File: src/core/ckss_defs.svh
// offsets, field positions, key bytes and counts of the clock switch block
`ifndef CKSS_DEFS_SVH
`define CKSS_DEFS_SVH
// ----------------------------------------
// register offsets
// ----------------------------------------
`define CKSS_OFF_CTRL 8'h00
`define CKSS_OFF_STS 8'h04
`define CKSS_OFF_MASK 8'h08
`define CKSS_OFF_CFG 8'h0C
// ----------------------------------------
// control register fields
// ----------------------------------------
`define CKSS_CUR_LSB 12
`define CKSS_REQ_LSB 8
`define CKSS_LOCK_BIT 5
`define CKSS_CF_BIT 3
`define CKSS_KEEP_BIT 1
`define CKSS_SWREQ_BIT 0
`define CKSS_REQ_RST 3'h0
// ----------------------------------------
// unlock keys
// ----------------------------------------
`define CKSS_KEY_H1 8'h78
`define CKSS_KEY_H2 8'h9A
`define CKSS_KEY_L1 8'h46
`define CKSS_KEY_L2 8'h57
// ----------------------------------------
// event bits, counts, codes
// ----------------------------------------
`define CKSS_EV_DONE 0
`define CKSS_EV_ABORT 1
`define CKSS_EV_FAIL 2
`define CKSS_EV_W 3
`define CKSS_SETTLE_TICKS 10
`define CKSS_OST_TICKS 1024
`define CKSS_SECONDARY_OSCILLATOR_LP_MODE 2'h1
`define CKSS_RESP_OK 2'h0
`define CKSS_RESP_ERR 2'h2
`endif

File: src/core/ckss_pkg.sv
// types and source helpers of the clock switch block
package ckss_pkg;
	typedef enum logic [2:0] {
		SRC_FAST_RC      = 3'h0,
		SRC_FAST_RC_MUL  = 3'h1,
		SRC_PRIMARY      = 3'h2,
		SRC_PRIMARY_MUL  = 3'h3,
		SRC_SECONDARY    = 3'h4,
		SRC_LOW_POWER_RC = 3'h5
	} ckss_src_t;

	typedef enum logic [1:0] {
		OSC_PRIMARY      = 2'h0,
		OSC_SECONDARY    = 2'h1,
		OSC_FAST_RC      = 2'h2,
		OSC_LOW_POWER_RC = 2'h3
	} ckss_osc_t;

	typedef enum logic [2:0] {
		SW_IDLE   = 3'h0,
		SW_START  = 3'h1,
		SW_OST    = 3'h2,
		SW_LOCK   = 3'h3,
		SW_SETTLE = 3'h4
	} ckss_sw_t;

	typedef enum logic [2:0] {
		KEY_NONE    = 3'h0,
		KEY_HI_HALF = 3'h1,
		KEY_HI_OPEN = 3'h2,
		KEY_LO_HALF = 3'h3,
		KEY_LO_OPEN = 3'h4
	} ckss_key_t;

	function automatic ckss_osc_t osc_of(input logic [2:0] s);
		ckss_osc_t o;
		o = OSC_FAST_RC;
		if (s == SRC_PRIMARY || s == SRC_PRIMARY_MUL) o = OSC_PRIMARY;
		else if (s == SRC_SECONDARY) o = OSC_SECONDARY;
		else if (s == SRC_LOW_POWER_RC) o = OSC_LOW_POWER_RC;
		return o;
	endfunction

	function automatic logic uses_mul(input logic [2:0] s);
		return s == SRC_FAST_RC_MUL || s == SRC_PRIMARY_MUL;
	endfunction

	function automatic logic is_crystal(input logic [2:0] s);
		return s == SRC_PRIMARY || s == SRC_PRIMARY_MUL ||
			s == SRC_SECONDARY;
	endfunction

	function automatic logic src_valid(input logic [2:0] s);
		return s <= SRC_LOW_POWER_RC;
	endfunction
endpackage

File: src/core/ckss_switch_ctrl.sv
// system clock source switch sequencer with axi4-lite registers
`timescale 1ns/10ps
`include "ckss_defs.svh"
// How it works
// - switching and monitor only when config bit 0
// - disabled: current source follows startup config
// - disabled: switch request forced and read 0
// - four oscillators selectable anytime by software
// - equal sources: clear request, abandon switch
// - valid switch clears lock and fail flags
// - start new oscillator, crystal waits timer
// - multiplier source waits for lock
// - count ten new-clock cycles, then hand over
// - done: clear request, copy requested to current
// - stop old oscillator except kept ones
// - bus stays serviced throughout the switch
// - config field picks secondary low-power mode
module ckss_switch_ctrl #(
	parameter int OST_TICKS = `CKSS_OST_TICKS,
	parameter int CNT_W     = 11
) (
	input  wire logic                   ref_clk,
	input  wire logic                   rst_b,
	input  wire logic [7:0]             s_axi_awaddr,
	input  wire logic                   s_axi_awvalid,
	output logic                        s_axi_awready,
	input  wire logic [31:0]            s_axi_wdata,
	input  wire logic [3:0]             s_axi_wstrb,
	input  wire logic                   s_axi_wvalid,
	output logic                        s_axi_wready,
	output logic [1:0]                  s_axi_bresp,
	output logic                        s_axi_bvalid,
	input  wire logic                   s_axi_bready,
	input  wire logic [7:0]             s_axi_araddr,
	input  wire logic                   s_axi_arvalid,
	output logic                        s_axi_arready,
	output logic [31:0]                 s_axi_rdata,
	output logic [1:0]                  s_axi_rresp,
	output logic                        s_axi_rvalid,
	input  wire logic                   s_axi_rready,
	input  wire logic                   switch_enable_config_bit,
	input  wire logic [2:0]             startup_source_config,
	input  wire logic [1:0]             secondary_power_mode_field,
	input  wire logic                   watchdog_timer_en,
	input  wire logic [3:0]             osc_running,
	input  wire logic                   pll_lock,
	input  wire logic                   clock_fail,
	input  wire logic                   new_clk_toggle,
	output logic [3:0]                  osc_en,
	output logic                        pll_en,
	output ckss_pkg::ckss_src_t         sys_clk_src,
	output logic                        fail_safe_monitor_en,
	output logic                        secondary_low_power,
	output logic                        irq
);
	import ckss_pkg::*;

	localparam int NSYNC = 14;

	if (OST_TICKS < `CKSS_SETTLE_TICKS || OST_TICKS >= (1 << CNT_W))
	begin : g_bad_ost
		$error("crystal timer count does not fit the tick counter");
	end

	// ----------------------------------------
	// reset release and input synchronisers
	// ----------------------------------------
	logic [1:0]       rst_sync_q;
	logic             sync_rst_b;
	logic [NSYNC-1:0] async_in;
	logic [NSYNC-1:0] meta_q;
	logic [NSYNC-1:0] sync_q;

	always_ff @(posedge ref_clk or negedge rst_b) begin
		if (!rst_b) rst_sync_q <= 2'h0;
		else rst_sync_q <= {rst_sync_q[0], 1'b1};
	end
	assign sync_rst_b = rst_sync_q[1];

	assign async_in = {new_clk_toggle, clock_fail, pll_lock, osc_running,
		switch_enable_config_bit, startup_source_config,
		secondary_power_mode_field, watchdog_timer_en};

	for (genvar i = 0; i < NSYNC; i++) begin : g_sync
		always_ff @(posedge ref_clk or negedge sync_rst_b) begin
			if (!sync_rst_b) begin
				meta_q[i] <= 1'b0;
				sync_q[i] <= 1'b0;
			end else begin
				meta_q[i] <= async_in[i];
				sync_q[i] <= meta_q[i];
			end
		end
	end

	logic       tog_s;
	logic       fail_s;
	logic       lock_s;
	logic [3:0] run_s;
	assign tog_s  = sync_q[13];
	assign fail_s = sync_q[12];
	assign lock_s = sync_q[11];
	assign run_s  = sync_q[10:7];

	// ----------------------------------------
	// configuration capture after reset
	// ----------------------------------------
	// straps are frozen once the synchronisers have settled
	logic [1:0] cfg_cnt_q;
	logic       cfg_done_q;
	logic       cfg_dis_q;
	logic [2:0] cfg_start_q;
	logic [1:0] cfg_mode_q;
	logic       cfg_wdt_q;
	logic       sw_en;

	always_ff @(posedge ref_clk or negedge sync_rst_b) begin
		if (!sync_rst_b) begin
			cfg_cnt_q  <= 2'h0;
			cfg_done_q <= 1'b0;
		end else if (!cfg_done_q) begin
			cfg_cnt_q  <= cfg_cnt_q + 2'h1;
			cfg_done_q <= cfg_cnt_q == 2'h3;
		end
	end

	always_ff @(posedge ref_clk or negedge sync_rst_b) begin
		if (!sync_rst_b) begin
			cfg_dis_q   <= 1'b1;
			cfg_start_q <= 3'h0;
			cfg_mode_q  <= 2'h0;
			cfg_wdt_q   <= 1'b0;
		end else if (!cfg_done_q) begin
			cfg_dis_q   <= sync_q[6];
			cfg_start_q <= sync_q[5:3];
			cfg_mode_q  <= sync_q[2:1];
			cfg_wdt_q   <= sync_q[0];
		end
	end
	assign sw_en = cfg_done_q && !cfg_dis_q;

	// ----------------------------------------
	// axi4-lite slave
	// ----------------------------------------
	// one write and one read in flight; both serviced in every
	// sequencer state so software keeps running during a switch
	logic        aw_h_q;
	logic        w_h_q;
	logic [7:0]  aw_addr_q;
	logic [31:0] w_data_q;
	logic [3:0]  w_strb_q;
	logic        aw_take;
	logic        w_take;
	logic        ar_take;
	logic        wr_fire;
	logic        bvalid_d;
	logic        rvalid_d;
	logic        aw_h_d;
	logic        w_h_d;
	logic [31:0] rd_mux;
	logic        rd_ok;

	assign aw_take  = s_axi_awvalid && s_axi_awready;
	assign w_take   = s_axi_wvalid && s_axi_wready;
	assign ar_take  = s_axi_arvalid && s_axi_arready;
	assign wr_fire  = aw_h_q && w_h_q;
	assign bvalid_d = wr_fire || (s_axi_bvalid && !s_axi_bready);
	assign rvalid_d = ar_take || (s_axi_rvalid && !s_axi_rready);
	assign aw_h_d   = (aw_h_q || aw_take) && !wr_fire;
	assign w_h_d    = (w_h_q || w_take) && !wr_fire;

	always_ff @(posedge ref_clk or negedge sync_rst_b) begin
		if (!sync_rst_b) begin
			aw_h_q        <= 1'b0;
			w_h_q         <= 1'b0;
			aw_addr_q     <= 8'h00;
			w_data_q      <= 32'h0000_0000;
			w_strb_q      <= 4'h0;
			s_axi_awready <= 1'b0;
			s_axi_wready  <= 1'b0;
			s_axi_bvalid  <= 1'b0;
			s_axi_bresp   <= `CKSS_RESP_OK;
		end else begin
			aw_h_q        <= aw_h_d;
			w_h_q         <= w_h_d;
			s_axi_awready <= !aw_h_d && !bvalid_d;
			s_axi_wready  <= !w_h_d && !bvalid_d;
			s_axi_bvalid  <= bvalid_d;
			if (aw_take) aw_addr_q <= s_axi_awaddr;
			if (w_take) begin
				w_data_q <= s_axi_wdata;
				w_strb_q <= s_axi_wstrb;
			end
			if (wr_fire) begin
				s_axi_bresp <= (aw_addr_q <= `CKSS_OFF_CFG &&
					aw_addr_q[1:0] == 2'h0) ? `CKSS_RESP_OK
					: `CKSS_RESP_ERR;
			end
		end
	end

	always_ff @(posedge ref_clk or negedge sync_rst_b) begin
		if (!sync_rst_b) begin
			s_axi_arready <= 1'b0;
			s_axi_rvalid  <= 1'b0;
			s_axi_rdata   <= 32'h0000_0000;
			s_axi_rresp   <= `CKSS_RESP_OK;
		end else begin
			s_axi_arready <= !rvalid_d;
			s_axi_rvalid  <= rvalid_d;
			if (ar_take) begin
				s_axi_rdata <= rd_mux;
				s_axi_rresp <= rd_ok ? `CKSS_RESP_OK : `CKSS_RESP_ERR;
			end
		end
	end

	// ----------------------------------------
	// unlock keys
	// ----------------------------------------
	ckss_key_t   key_q;
	logic        wr_ctrl;
	logic        hi_only;
	logic        lo_only;
	logic        hi_open_wr;
	logic        lo_open_wr;
	logic [7:0]  wb_hi;
	logic [7:0]  wb_lo;

	assign wr_ctrl    = wr_fire && aw_addr_q == `CKSS_OFF_CTRL;
	assign hi_only    = w_strb_q == 4'h2;
	assign lo_only    = w_strb_q == 4'h1;
	assign wb_hi      = w_data_q[15:8];
	assign wb_lo      = w_data_q[7:0];
	assign hi_open_wr = wr_ctrl && w_strb_q[1] && key_q == KEY_HI_OPEN;
	assign lo_open_wr = wr_ctrl && w_strb_q[0] && key_q == KEY_LO_OPEN;

	// any access that is not the next step drops the key
	always_ff @(posedge ref_clk or negedge sync_rst_b) begin
		if (!sync_rst_b) key_q <= KEY_NONE;
		else if (ar_take || (wr_fire && !wr_ctrl)) key_q <= KEY_NONE;
		else if (wr_ctrl) begin
			if (key_q == KEY_HI_OPEN || key_q == KEY_LO_OPEN)
				key_q <= KEY_NONE;
			else if (hi_only && key_q == KEY_HI_HALF &&
				wb_hi == `CKSS_KEY_H2)
				key_q <= KEY_HI_OPEN;
			else if (hi_only && wb_hi == `CKSS_KEY_H1)
				key_q <= KEY_HI_HALF;
			else if (lo_only && key_q == KEY_LO_HALF &&
				wb_lo == `CKSS_KEY_L2)
				key_q <= KEY_LO_OPEN;
			else if (lo_only && wb_lo == `CKSS_KEY_L1)
				key_q <= KEY_LO_HALF;
			else key_q <= KEY_NONE;
		end
	end

	// ----------------------------------------
	// switch sequencer
	// ----------------------------------------
	ckss_sw_t        st_q;
	logic [2:0]      req_q;
	logic [2:0]      tgt_q;
	ckss_src_t       cur_q;
	logic            swreq_q;
	logic            keep_q;
	logic            lock_q;
	logic            cf_q;
	logic            tog_q;
	logic            tick;
	logic            cnt_start;
	logic [CNT_W-1:0] cnt_target;
	logic            cnt_done;
	logic            sw_abort;
	logic            sw_begin;
	logic            sw_finish;
	logic            run_tgt;

	assign tick      = tog_s ^ tog_q;
	assign run_tgt   = run_s[osc_of(tgt_q)];
	assign sw_abort  = st_q == SW_IDLE && swreq_q && sw_en &&
		(req_q == cur_q || !src_valid(req_q));
	assign sw_begin  = st_q == SW_IDLE && swreq_q && sw_en && !sw_abort;
	assign sw_finish = st_q == SW_SETTLE && cnt_done;

	always_comb begin
		cnt_start  = 1'b0;
		cnt_target = CNT_W'(`CKSS_SETTLE_TICKS);
		case (st_q)
			SW_START: if (run_tgt) begin
				cnt_start = !uses_mul(tgt_q) || is_crystal(tgt_q);
				if (is_crystal(tgt_q)) cnt_target = CNT_W'(OST_TICKS);
			end
			SW_OST: begin
				// the length must stand for the whole wait, not only at start
				cnt_target = CNT_W'(OST_TICKS);
				cnt_start  = cnt_done && !uses_mul(tgt_q);
			end
			SW_LOCK: cnt_start = lock_s;
			default: cnt_start = 1'b0;
		endcase
	end

	ckss_tick_count #(.W(CNT_W)) u_ticks (
		.clk    (ref_clk),
		.rst_b  (sync_rst_b),
		.start  (cnt_start),
		.target (cnt_target),
		.tick   (tick),
		.done_q (cnt_done)
	);

	always_ff @(posedge ref_clk or negedge sync_rst_b) begin
		if (!sync_rst_b) begin
			st_q  <= SW_IDLE;
			tgt_q <= 3'h0;
			tog_q <= 1'b0;
		end else begin
			tog_q <= tog_s;
			case (st_q)
				SW_IDLE: if (sw_begin) begin
					tgt_q <= req_q;
					st_q  <= SW_START;
				end
				SW_START: if (run_tgt) begin
					if (is_crystal(tgt_q)) st_q <= SW_OST;
					else if (uses_mul(tgt_q)) st_q <= SW_LOCK;
					else st_q <= SW_SETTLE;
				end
				SW_OST: if (cnt_done)
					st_q <= uses_mul(tgt_q) ? SW_LOCK : SW_SETTLE;
				SW_LOCK: if (lock_s) st_q <= SW_SETTLE;
				SW_SETTLE: if (cnt_done) st_q <= SW_IDLE;
				default: st_q <= SW_IDLE;
			endcase
		end
	end

	// ----------------------------------------
	// control register
	// ----------------------------------------
	always_ff @(posedge ref_clk or negedge sync_rst_b) begin
		if (!sync_rst_b) begin
			req_q   <= `CKSS_REQ_RST;
			cur_q   <= SRC_FAST_RC;
			swreq_q <= 1'b0;
			keep_q  <= 1'b0;
		end else begin
			if (hi_open_wr) req_q <= wb_hi[2:0];
			if (lo_open_wr) keep_q <= wb_lo[`CKSS_KEEP_BIT];
			if (!sw_en) cur_q <= ckss_src_t'(cfg_start_q);
			else if (sw_finish) cur_q <= ckss_src_t'(tgt_q);
			if (!sw_en) swreq_q <= 1'b0;
			else if (lo_open_wr && wb_lo[`CKSS_SWREQ_BIT])
				swreq_q <= 1'b1;
			else if (sw_abort || sw_finish) swreq_q <= 1'b0;
		end
	end

	// fail flag: a failure seen in the clearing cycle still sets
	always_ff @(posedge ref_clk or negedge sync_rst_b) begin
		if (!sync_rst_b) begin
			lock_q <= 1'b0;
			cf_q   <= 1'b0;
		end else begin
			if (sw_begin) lock_q <= 1'b0;
			else if (sw_finish) lock_q <= lock_s && uses_mul(tgt_q);
			else lock_q <= lock_s && (uses_mul(cur_q) ||
				(st_q != SW_IDLE && uses_mul(tgt_q)));
			if (sw_en && fail_s) cf_q <= 1'b1;
			else if (sw_begin) cf_q <= 1'b0;
			else if (lo_open_wr && !wb_lo[`CKSS_CF_BIT]) cf_q <= 1'b0;
		end
	end

	// ----------------------------------------
	// oscillator enables and outputs
	// ----------------------------------------
	logic [3:0] en_d;

	always_comb begin
		en_d = 4'h0;
		en_d[osc_of(cur_q)] = 1'b1;
		if (st_q != SW_IDLE) en_d[osc_of(tgt_q)] = 1'b1;
		if (cfg_wdt_q || sw_en) en_d[OSC_LOW_POWER_RC] = 1'b1;
		if (keep_q) en_d[OSC_SECONDARY] = 1'b1;
	end

	always_ff @(posedge ref_clk or negedge sync_rst_b) begin
		if (!sync_rst_b) begin
			osc_en               <= 4'h0;
			pll_en               <= 1'b0;
			sys_clk_src          <= SRC_FAST_RC;
			fail_safe_monitor_en <= 1'b0;
			secondary_low_power  <= 1'b0;
		end else begin
			osc_en               <= en_d;
			pll_en               <= uses_mul(cur_q) ||
				(st_q != SW_IDLE && uses_mul(tgt_q));
			sys_clk_src          <= cur_q;
			fail_safe_monitor_en <= sw_en;
			secondary_low_power  <= cfg_mode_q == `CKSS_SECONDARY_OSCILLATOR_LP_MODE;
		end
	end

	// ----------------------------------------
	// interrupt status and mask
	// ----------------------------------------
	logic [`CKSS_EV_W-1:0] sts_q;
	logic [`CKSS_EV_W-1:0] mask_q;
	logic [`CKSS_EV_W-1:0] ev;
	logic                  wr_sts;

	assign ev[`CKSS_EV_DONE]  = sw_finish;
	assign ev[`CKSS_EV_ABORT] = sw_abort;
	assign ev[`CKSS_EV_FAIL]  = sw_en && fail_s && !cf_q;
	assign wr_sts = wr_fire && aw_addr_q == `CKSS_OFF_STS && w_strb_q[0];

	always_ff @(posedge ref_clk or negedge sync_rst_b) begin
		if (!sync_rst_b) begin
			sts_q  <= '0;
			mask_q <= '0;
			irq    <= 1'b0;
		end else begin
			sts_q <= ev | (sts_q &
				~(wr_sts ? w_data_q[`CKSS_EV_W-1:0] : '0));
			if (wr_fire && aw_addr_q == `CKSS_OFF_MASK && w_strb_q[0])
				mask_q <= w_data_q[`CKSS_EV_W-1:0];
			irq <= |(sts_q & mask_q);
		end
	end

	// ----------------------------------------
	// read mux
	// ----------------------------------------
	always_comb begin
		rd_mux = 32'h0000_0000;
		rd_ok  = 1'b1;
		if (s_axi_araddr == `CKSS_OFF_CTRL) begin
			rd_mux[`CKSS_CUR_LSB +: 3]  = cur_q;
			rd_mux[`CKSS_REQ_LSB +: 3]  = req_q;
			rd_mux[`CKSS_LOCK_BIT]      = lock_q;
			rd_mux[`CKSS_CF_BIT]        = cf_q;
			rd_mux[`CKSS_KEEP_BIT]      = keep_q;
			rd_mux[`CKSS_SWREQ_BIT]     = swreq_q;
		end else if (s_axi_araddr == `CKSS_OFF_STS) begin
			rd_mux[`CKSS_EV_W-1:0] = sts_q;
		end else if (s_axi_araddr == `CKSS_OFF_MASK) begin
			rd_mux[`CKSS_EV_W-1:0] = mask_q;
		end else if (s_axi_araddr == `CKSS_OFF_CFG) begin
			rd_mux[7:0] = {st_q, cfg_mode_q, cfg_wdt_q, cfg_dis_q,
				1'b0};
			rd_mux[10:8] = cfg_start_q;
		end else rd_ok = 1'b0;
	end

	// ----------------------------------------
	// assertions
	// ----------------------------------------
	logic [3:0] settle_q;
	always_ff @(posedge ref_clk or negedge sync_rst_b) begin
		if (!sync_rst_b) settle_q <= 4'h0;
		else if (cnt_start) settle_q <= 4'h0;
		else if (tick && st_q == SW_SETTLE && !cnt_done)
			settle_q <= settle_q + 4'h1;
	end
endmodule // ckss_switch_ctrl

File: src/core/ckss_tick_count.sv
// counter of new-clock ticks with a registered done flag
`timescale 1ns/10ps
module ckss_tick_count #(
	parameter int W = 11
) (
	input  wire logic         clk,
	input  wire logic         rst_b,
	input  wire logic         start,
	input  wire logic [W-1:0] target,
	input  wire logic         tick,
	output logic              done_q
);
	logic [W-1:0] cnt_q;

	if (W < 4) begin : g_bad_width
		$error("tick counter narrower than the settle count");
	end

	// restart wins over a tick in the same cycle
	always_ff @(posedge clk or negedge rst_b) begin
		if (!rst_b) begin
			cnt_q  <= '0;
			done_q <= 1'b0;
		end else if (start) begin
			cnt_q  <= '0;
			done_q <= 1'b0;
		end else if (tick && !done_q) begin
			cnt_q  <= cnt_q + 1'b1;
			done_q <= (cnt_q + 1'b1) == target;
		end
	end
endmodule // ckss_tick_count

File: config.mk
export PLATFORM = sky130hd
export DESIGN_NAME = ckss_switch_ctrl
export DESIGN_NICKNAME = d
export VERILOG_FILES = /design/src/core/ckss_pkg.sv /design/src/core/ckss_switch_ctrl.sv /design/src/core/ckss_tick_count.sv
export VERILOG_INCLUDE_DIRS = /design/src /design/src/core
export SDC_FILE = /design/constraint.sdc
export NUM_CORES = 1
export LEC_CHECK = 0
export BUFFER_PORTS_ARGS = -buffer_cell sky130_fd_sc_hd__buf_4
export CORE_MARGIN = 2
export CORE_UTILIZATION = 30
export CTS_BUF_LIST = sky130_fd_sc_hd__clkbuf_16
export DETAILED_ROUTE_END_ITERATION = 10
export PLACE_DENSITY = 0.6
export SYNTH_ARGS = -nofsm -noshare
export SYNTH_HDL_FRONTEND = slang
export SYNTH_SLANG_ARGS = --single-unit
File: constraint.sdc
create_clock -name ref_clk -period 4.3 [get_ports ref_clk]
set_input_delay 0.215 -clock ref_clk [delete_from_list [all_inputs] [get_ports ref_clk]]
set_output_delay 0.215 -clock ref_clk [all_outputs]
set_load 0.005 [all_outputs]
==> results.toml, run 1 <==
[global_routing]
gr-total-overflow = 0
antenna_found_initial = 0
globalRouteTotalUtil_pct = 12.5
grt_max_degree = 49
grt_pass1_wl_mm = 21.1
grt_pass1_vias = 4128

[placement]
placed_cells = 843
dp_slack_ns = 2.12
gp_congestion = 0.814
place.detailed.hpwl_mm = 9.16
io_buffers = 88

[cells_and_area]
mostFrequentLayoutCell = "dfrtp_1"
nFillCells = 1906
drive_above_1_share_pct = 27.8
nets = 687
antenna_cells = 0
area_growth_pct = 26.3
ff_latch_area_um2 = 3510
multiInputGateArea_um2 = 2240
layout_common_cells = "dfrtp_1 (138), buf_4 (90), nand2_1 (49), mux2_2 (43), nor2_1 (33)"
final_cells = 890

[critical_path]
worstPathMaxFanout = 12
timing.rr.end = "st_q[1]"
startpoint_type = "flip-flop"
r2r_slack_ns = 2.09
arrival_ns = 2.53
rr_startpoint = "cfg_done_q"
required_ns = 4.62
ff2ff_path_depth = 5
crit_type = "flip-flop to flip-flop"
worstSetupEndpointType = "flip-flop"

[timing]
worstMarginPinSlew_ns = 1.12
tns_ns = 0
finClkSkew_ns = 0.00847
setup_viol = 0
drv_slew = 0
post-route-min-period_ns = 2.21
grt_setup_unrepaired = "no"
hold_viol = 0
fmax_mhz = 453
fin_ws_ns = 2.09
relSlewSlack_pct = 25.0
post-route-period-util_pct = 51.4

[clock_network]
cts_tree = "built"
h-tree-depth = 4
clock_latency_ns = 0.42
cts-root-buf = "clkbuf_16"
numCtsBuffers = 17
post-cts-setup-buffers = 0
clkTransAtPathRegs_ns = 0.06
ctsResizeCount = 0
cts_buffer_depth = 2
clock-sinks = 140
cts_hold_buffers = 15

[worst_hold_path]
hold_depth = 2
hold_path.startpoint = "s_axi_rready"
hp-class = "input pin to flip-flop"
min_to = "s_axi_rvalid"

[logic_synthesis]
synth_edf_count = 0
synth.cell_area_um2 = 5970
yosys_warnings = 0
synthTopCellsByArea = "dfrtp_1 (58%), mux2_2 (8.1%), nand2_1 (3.1%)"
yosysUniqueCellTypes = 67
yosysSeqAreaShare_pct = 58.7
yosys_register_bits = 140
async_flop_share_pct = 100
synth_cells = 512
synthFlopType = "dfrtp_1"
avgSynthCellArea_um2 = 11.7
synth_top_area_cell = "dfrtp_1"
synth_top_area_share_pct = 58.2

[floorplanning]
rows = 51
die_x_um = 145
ios = 125
core_area_um2 = 19500
start_util_pct = 30.6
die_h_um = 145
dieArea_um2 = 21100

[route]
via_per_inst = 4.58
ant_nets = 0
wirelength_mm = 12.6
drt-initial-drc-count = 171
vias = 4076
dr.pass1.iters = 4
routedWlPerCell_um = 14.2
drc = 0

[run]
drv_cap = 0

[pwr]
ir_worst_vdd_mv = 0.279
power_per_cell_area_nw_per_um2 = 502
p_leak_nw = 3.38

[outcome]
status = "finished, final reports clean"
==> flip-flops by register name, summed over array words and instances (netlist names), 4 cells and up <==
signal and flops:
aw_addr_q 8, meta_q 14, osc_en 4, run_s 4, s_axi_rdata 14, sync_q 7
u_ticks.cnt_q 11, w_data_q 16, w_strb_q 4
==> power breakdown <==
| group | switching, W | leakage [nW] | internal, W |
|---|---|---|---|
| Sequential | 0.000221 | 1.71 | 0.00155 |
| Combinational | 0.000244 | 1.38 | 0.000332 |
| Clock | 0.000576 | 0.288 | 0.000863 |
==> cells by family (layout without fill, tap and decap cells) <==
group	count (synthesis)	after routing	synth area share, %
compound gates	80	80	8.69
xor+xnor	17	17	2.49
fa+ha+maj	2	2	0.419
buf+inv	57	151	5.07
flops	140	140	58.7
mux	52	52	9.82
other cells	2	21	0.126
simple gates	162	162	14.7
==> how the worst max path moves through the flow <==
stage	start	endpoint	slack, ns	cells after the start
after floorplan	rst_sync_q[1]	aw_addr_q[0]	0.11	0
after detailed placement	cfg_done_q	st_q[1]	2.12	5
after global routing	cfg_done_q	st_q[1]	1.95	5
after global placement	cfg_done_q	st_q[1]	2.17	5
after CTS	cfg_done_q	st_q[1]	2.09	5
final	cfg_done_q	st_q[1]	2.09	5
==> cell type report <==
type / instances / share of cell area [%]
clock buffer: 17 / 5.64
clock inverter: 15 / 2.16
inverter: 14 / 0.697
multi-input combinational: 334 / 29.7
sequential: 140 / 46.5
tap: 265 / 4.39
timing repair buffer: 105 / 10.9
==> cells in the mapped netlist (all sizes together), types with 3 or more instances <==
library cell / instances
mux2i: 8
nor3: 8
a21oi: 12
nand4: 8
o22ai: 3
and4: 4
o31ai: 3
a22oi: 5
o21ai: 31
nand2: 49
dfrtp: 139
inv: 14
nand4b: 5
and3: 3
xnor2: 9
xor2: 8
nor4bb: 6
nand2b: 7
buf: 25
nor2: 33
nor2b: 8
nand3: 10
a22o: 3
mux2: 43
clkbuf: 18
nor4: 5
==> worst max-delay path, cell delays in order, from the launching register on <==
cell     delay (ns)
dfrtp_1        0.60
and2b_2        0.37
and3_1         0.20
or3b_1         0.49
a21o_1         0.22
o31ai_2        0.23
==> routing by layer <==
metal / global-route usage, % / up-vias / part of all wire, %
li1: - / 1959 / -
met1: 16.7 / 1999 / 47
met2: 19.5 / 110 / 47
met3: 3.65 / 8 / 5.0
met4: 4.41 / 0 / 0.92
met5: 0 / - / 0
==> stage by stage <==
stage | area [um^2] | utilization (%) | power (W) | hold WS [ns]
2_1_floorplan | 6050 | - | 0.00215 | -0.0806
3_3_place_gp | 6810 | 34.9 | 0.00234 | -0.00178
3_5_place_dp | 6810 | 34.9 | 0.00237 | -0.00106
4_1_cts | 7540 | 38.6 | 0.00384 | 0.00159
5_1_grt | 7540 | 38.6 | 0.00400 | 0.0111
6_report | 7540 | 38.6 | 0.00379 | 0.0216
(Power assumes the default switching activity.)
==> run 2: changes to the inputs <==
==> constraint.sdc (replaced) <==
create_clock -name ref_clk -period 1.8 [get_ports ref_clk]
set_input_delay 0.09 -clock ref_clk [delete_from_list [all_inputs] [get_ports ref_clk]]
set_output_delay 0.09 -clock ref_clk [all_outputs]
set_load 0.005 [all_outputs]
==> run 2 against run 1 <==
The run now ends with setup timing left. Total power increased by 140%. Final area increased by 8.6%. Via count increased by 7.0%. Register-to-register slack got worse by 2.3 ns. Sequential cell count unchanged. Critical path type unchanged. Largest power group unchanged.
==> results.toml, run 2 (same netlist as run 1, synthesis figures left out) <==
[cells_and_area]
drive_above_1_share_pct = 31.3
layout_common_cells = "dfrtp_1 (138), buf_4 (124), nand2_1 (49), dlygate4sd3_1 (46), mux2_2 (42)"
nFillCells = 1815
area_growth_pct = 37.1
fin_util_pct = 42.0
nets = 756
largestRegisters = "w_data_q: 16 flops, meta_q: 14 flops, s_axi_rdata: 14 flops"
antenna_cells = 0
top_register = "w_data_q"
largest_reg_flops = 16
mostFrequentLayoutCell = "dfrtp_1"

[clock_network]
h-tree-depth = 4
numCtsBuffers = 17
clock-sinks = 140
cts_tree = "built"
clkTransAtPathRegs_ns = 0.06
clock_latency_ns = 0.42
cts-root-buf = "clkbuf_16"
cts_buffer_depth = 2

[pwr]
power_switching_w = 0.00254
power_per_cell_area_nw_per_um2 = 1130
p_total_w = 0.00923
p_sw_share_pct = 27.5
clkPwrFrac_pct = 36.6
ir_worst_vdd_mv = 0.695
internal-power_w = 0.00670
p_leak_nw = 3.71
pwr-share-comb_pct = 18.0
seq_power_share_pct = 45.4

[outcome]
violations = "setup timing"
status = "finished with violations"

[route]
wirelength_mm = 13.5
ant_nets = 0
via_per_inst = 4.55
drt-initial-drc-count = 247
routedWlPerCell_um = 14.1
vias = 4363
dr.pass1.iters = 4
drc = 0

[critical_path]
timing.rr.end = "keep_q"
max_stage_delay_ns = 0.55
required_ns = 2.11
cp-endpoint = "keep_q"
crit_path_cell_trace = "or4_4 > nor4_4 > and4_4 > mux2_4"
crit_path_start = "aw_addr_q[7]"
worstSetupEndpointType = "flip-flop"
ff2ff_path_depth = 4
path_delay_family = "simple AND/OR/NAND/NOR gates"
critical_path_buf_inv_count = 0
rr_startpoint = "aw_addr_q[7]"
worstPathMaxFanout = 4
arrival_ns = 2.27
crit_cells = 4
r2r_slack_ns = -0.16
crit_type = "flip-flop to flip-flop"
crit_slowest_cell = "or4_4"
startpoint_type = "flip-flop"

[floorplanning]
rows = 51
dieArea_um2 = 21100
ios = 125
die_x_um = 145
core_area_um2 = 19500
die_h_um = 145
start_util_pct = 30.6

[run]
drv_cap = 0

[placement]
io_buffers = 88
place.detailed.hpwl_mm = 9.58
gp_congestion = 0.824
dp_slack_ns = -0.108

[timing]
hold_viol = 0
fmax_mhz = 509
grt_setup_unrepaired = "yes"
post-route-period-util_pct = 109
fin_ws_ns = -0.164
drv_slew = 0
finClkSkew_ns = 0.00956
post-route-min-period_ns = 1.96
setup_viol = 13

[worst_hold_path]
hp-class = "input pin to flip-flop"
hold_path.startpoint = "s_axi_arvalid"

[global_routing]
antenna_found_initial = 0
grt_pass1_wl_mm = 22.7
grt_pass1_vias = 4552
globalRouteTotalUtil_pct = 13.6
grt_max_degree = 72
gr-total-overflow = 0
run 2: changes by cell type in the layout (fill, tap and decap cells not counted), sizes merged:
| cell | before | now |
|---|---|---|
| clkinvlp | 1 | 4 |
| buf | 90 | 128 |
| dlygate4sd3 | 15 | 46 |
| clkinv | 7 | 4 |
| inv | 19 | 18 |
run 2: how the worst min path moves through the flow:
stage	depth (start not counted)	end
global route	4	s_axi_rdata[2]
finish	3	s_axi_rvalid
CTS	3	s_axi_rvalid
global placement	1	rst_sync_q[0]
floorplan	0	rst_sync_q[0]
detailed placement	1	rst_sync_q[0]
run 2: stage by stage:
| step | instances | instance area (um^2) | setup TNS [ns] | hold slack [ns] |
|---|---|---|---|---|
| after global routing | 958 | 8190 | -2.73 | 0.0893 |
| after floorplan | 531 | 6050 | -0.0689 | -0.206 |
| after CTS | 957 | 8150 | -1.24 | 0.0511 |
| final | 958 | 8190 | -1.59 | 0.0487 |
| after detailed placement | 878 | 7100 | -0.969 | -0.125 |
| after global placement | 878 | 7100 | -0.372 | -0.126 |
run 2: area by class of cell:
type / count / area [um^2] / area share (%)
Sequential cell: 140 / 3510 / 42.8
Multi-Input combinational cell: 334 / 2270 / 27.7
Timing Repair Buffer: 174 / 1450 / 17.7
Clock buffer: 17 / 425 / 5.19
Tap cell: 265 / 332 / 4.05
Clock inverter: 14 / 145 / 1.77
Inverter: 14 / 56.3 / 0.687
run 2: power by group through the flow:
stage | Clock, W | Combinational, W | Sequential (W)
floorplan | 0 | 0.00101 | 0.00413
global placement | 0 | 0.00150 | 0.00422
detailed placement | 0 | 0.00155 | 0.00424
CTS | 0.00345 | 0.00165 | 0.00418
global route | 0.00361 | 0.00186 | 0.00427
finish | 0.00338 | 0.00166 | 0.00419
run 2: timing repair:
action	in CTS	in global routing
hold buffers	46	0
buffers inserted	2	1
pin swaps	5	11
endpoints found under the setup margin	18	17
endpoints found under the hold margin	47	0
gates resized for setup	10	12
run 2: layer usage:
| metal | GRT usage, % | share of wire (%) | vias to the layer above |
|---|---|---|---|
| li1 | - | - | 2092 |
| met3 | 3.65 | 5.3 | 21 |
| met4 | 5.44 | 2.0 | 0 |
| met5 | 0 | 0 | - |
| met1 | 17.7 | 45 | 2139 |
| met2 | 21.5 | 48 | 111 |
run 2: worst min-delay path: stages:
cell and delay [ns]:
buf_4 0.08, nand2_1 0.11, o21ai_0 0.13
==> run 3: changes to the inputs <==
--- a/config.mk
+++ b/config.mk
@@ -8,10 +8,11 @@
 export LEC_CHECK = 0
 export BUFFER_PORTS_ARGS = -buffer_cell sky130_fd_sc_hd__buf_4
 export CORE_MARGIN = 2
-export CORE_UTILIZATION = 30
+export CORE_UTILIZATION = 49
 export CTS_BUF_LIST = sky130_fd_sc_hd__clkbuf_16
 export DETAILED_ROUTE_END_ITERATION = 10
-export PLACE_DENSITY = 0.6
+export PLACE_DENSITY = 0.85
+export SETUP_SLACK_MARGIN = 0.15
 export SYNTH_ARGS = -nofsm -noshare
 export SYNTH_HDL_FRONTEND = slang
 export SYNTH_SLANG_ARGS = --single-unit
==> run 3 against run 2 <==
The flow still finishes with violations (setup timing). Sequential cell count unchanged. First-iteration DRC count up 60%. Setup slack better by 0.11 ns. Via count grew 3.3%. Sequential share of layout area up 0.068 points.
==> results.toml, run 3 (same netlist as run 1, synthesis figures left out) <==
[outcome]
status = "finished with violations"
violations = "setup timing"

[placement]
placed_cells = 756
gp_congestion = 0.885
io_buffers = 88
dp_slack_ns = -0.0570
place.detailed.hpwl_mm = 8.97

[timing]
setup_viol = 12
fmax_mhz = 540
fin_ws_ns = -0.0519
post-route-period-util_pct = 103
drv_slew = 0
post-route-min-period_ns = 1.85
tns_ns = -0.362
grt_setup_unrepaired = "yes"
finClkSkew_ns = 0.00708
hold_viol = 0

[critical_path]
path_delay_family = "simple AND/OR/NAND/NOR gates"
critical_path_buf_inv_count = 0
ff2ff_path_depth = 4
startpoint_type = "flip-flop"
crit_type = "flip-flop to flip-flop"
arrival_ns = 2.15
max_stage_delay_ns = 0.55
r2r_slack_ns = -0.05
crit_slowest_cell = "or4_4"
worstSetupEndpointType = "flip-flop"
crit_path_cell_trace = "or4_4 > nor4_4 > and4_4 > mux2_4"
required_ns = 2.10
worstPathMaxFanout = 3
rr_startpoint = "aw_addr_q[7]"
timing.rr.end = "keep_q"

[route]
vias = 4507
via_per_inst = 5.37
routedWlPerCell_um = 16.5
drt-initial-drc-count = 394
wirelength_mm = 13.9
ant_nets = 0
dr.pass1.iters = 4
drc = 0

[clock_network]
h-tree-depth = 4
cts_buffer_depth = 2
clock_latency_ns = 0.42
cts_tree = "built"
clock-sinks = 140
numCtsBuffers = 17
clkTransAtPathRegs_ns = 0.06
cts-root-buf = "clkbuf_16"

[global_routing]
globalRouteTotalUtil_pct = 22.4
grt_pass1_vias = 4554
grt_pass1_wl_mm = 22.6
grt_max_degree = 47
antenna_found_initial = 0
gr-total-overflow = 0

[worst_hold_path]
hold_path.startpoint = "s_axi_arvalid"
hold_depth = 4
hp-class = "input pin to flip-flop"
min_to = "s_axi_rresp[1]"

[pwr]
ir_worst_vdd_mv = 1.41
p_leak_nw = 3.74
power_per_cell_area_nw_per_um2 = 1160

[floorplanning]
rows = 40
ios = 125
die_h_um = 114
die_x_um = 114
dieArea_um2 = 13100
start_util_pct = 49.9
core_area_um2 = 12000

[cells_and_area]
top_register = "w_data_q"
layout_common_cells = "dfrtp_1 (137), buf_4 (120), nand2_1 (49), dlygate4sd3_1 (46), mux2_2 (40)"
multiInputGateArea_um2 = 2370
largestRegisters = "w_data_q: 16 flops, meta_q: 14 flops, s_axi_rdata: 14 flops"
antenna_cells = 0
drive_above_1_share_pct = 33.6
nFillCells = 848
area_growth_pct = 37.0
mostFrequentLayoutCell = "dfrtp_1"
nets = 755
ff_latch_area_um2 = 3510
final_cells = 840
largest_reg_flops = 16

[run]
drv_cap = 0
run 3: worst max path at each step:
stage / from / to / slack [ns] / depth (start not counted)
after floorplan: aw_addr_q[7] / keep_q / -0.05 / 4
after global placement: aw_addr_q[7] / keep_q / -0.001 / 4
after detailed placement: aw_addr_q[7] / keep_q / -0.06 / 4
after CTS: aw_addr_q[7] / keep_q / -0.04 / 4
after global routing: aw_addr_q[7] / mask_q[1] / -0.23 / 6
final: aw_addr_q[7] / keep_q / -0.05 / 4
run 3: power by group:
group	switching [W]	internal (W)	total [W]
sequential	0.000536	0.00370	0.00424
clock	0.00133	0.00217	0.00350
combinational	0.000731	0.00102	0.00175
run 3: cell type report:
type / instances / share of cell area [%]
flip-flops and latches: 140 / 42.9
well taps: 147 / 2.25
repair buffers: 173 / 17.9
clock buffers: 17 / 5.20
multi-input cells: 334 / 29.0
inverters: 14 / 0.642
clock inverters: 15 / 2.08
run 3: tightest hold or removal path, delay by kind of cell:
family	cells	cell delay, ns
simple gates	3	0.30
buf+inv	1	0.09
run 3: timing repair:
item / 4_1_cts / 5_1_grt
resized for setup: 20 / 21
setup buffers: 2 / 4
endpoints found under the setup margin: 20 / 35
endpoints found under the hold margin: 47 / 0
pin swaps: 13 / 12
hold buffers: 46 / 0
run 3: metal layers:
metal | wire length (um) | global-route usage [%]
met3 | 608 | 5.56
met2 | 7360 | 38.6
met1 | 5660 | 27.5
met4 | 238 | 7.97
met5 | 0 | 0
run 3: through the flow:
stage               power (W)  hold slack [ns]  util [%]  instance area [um^2]
floorplan             0.00515           -0.206         -                  6070
finish                0.00949           0.0963      68.4                  8180
detailed placement    0.00575           -0.123      58.0                  6940
global placement      0.00564           -0.126      58.0                  6940
global route          0.00994            0.115      68.4                  8180
CTS                   0.00941           0.0964      67.4                  8060
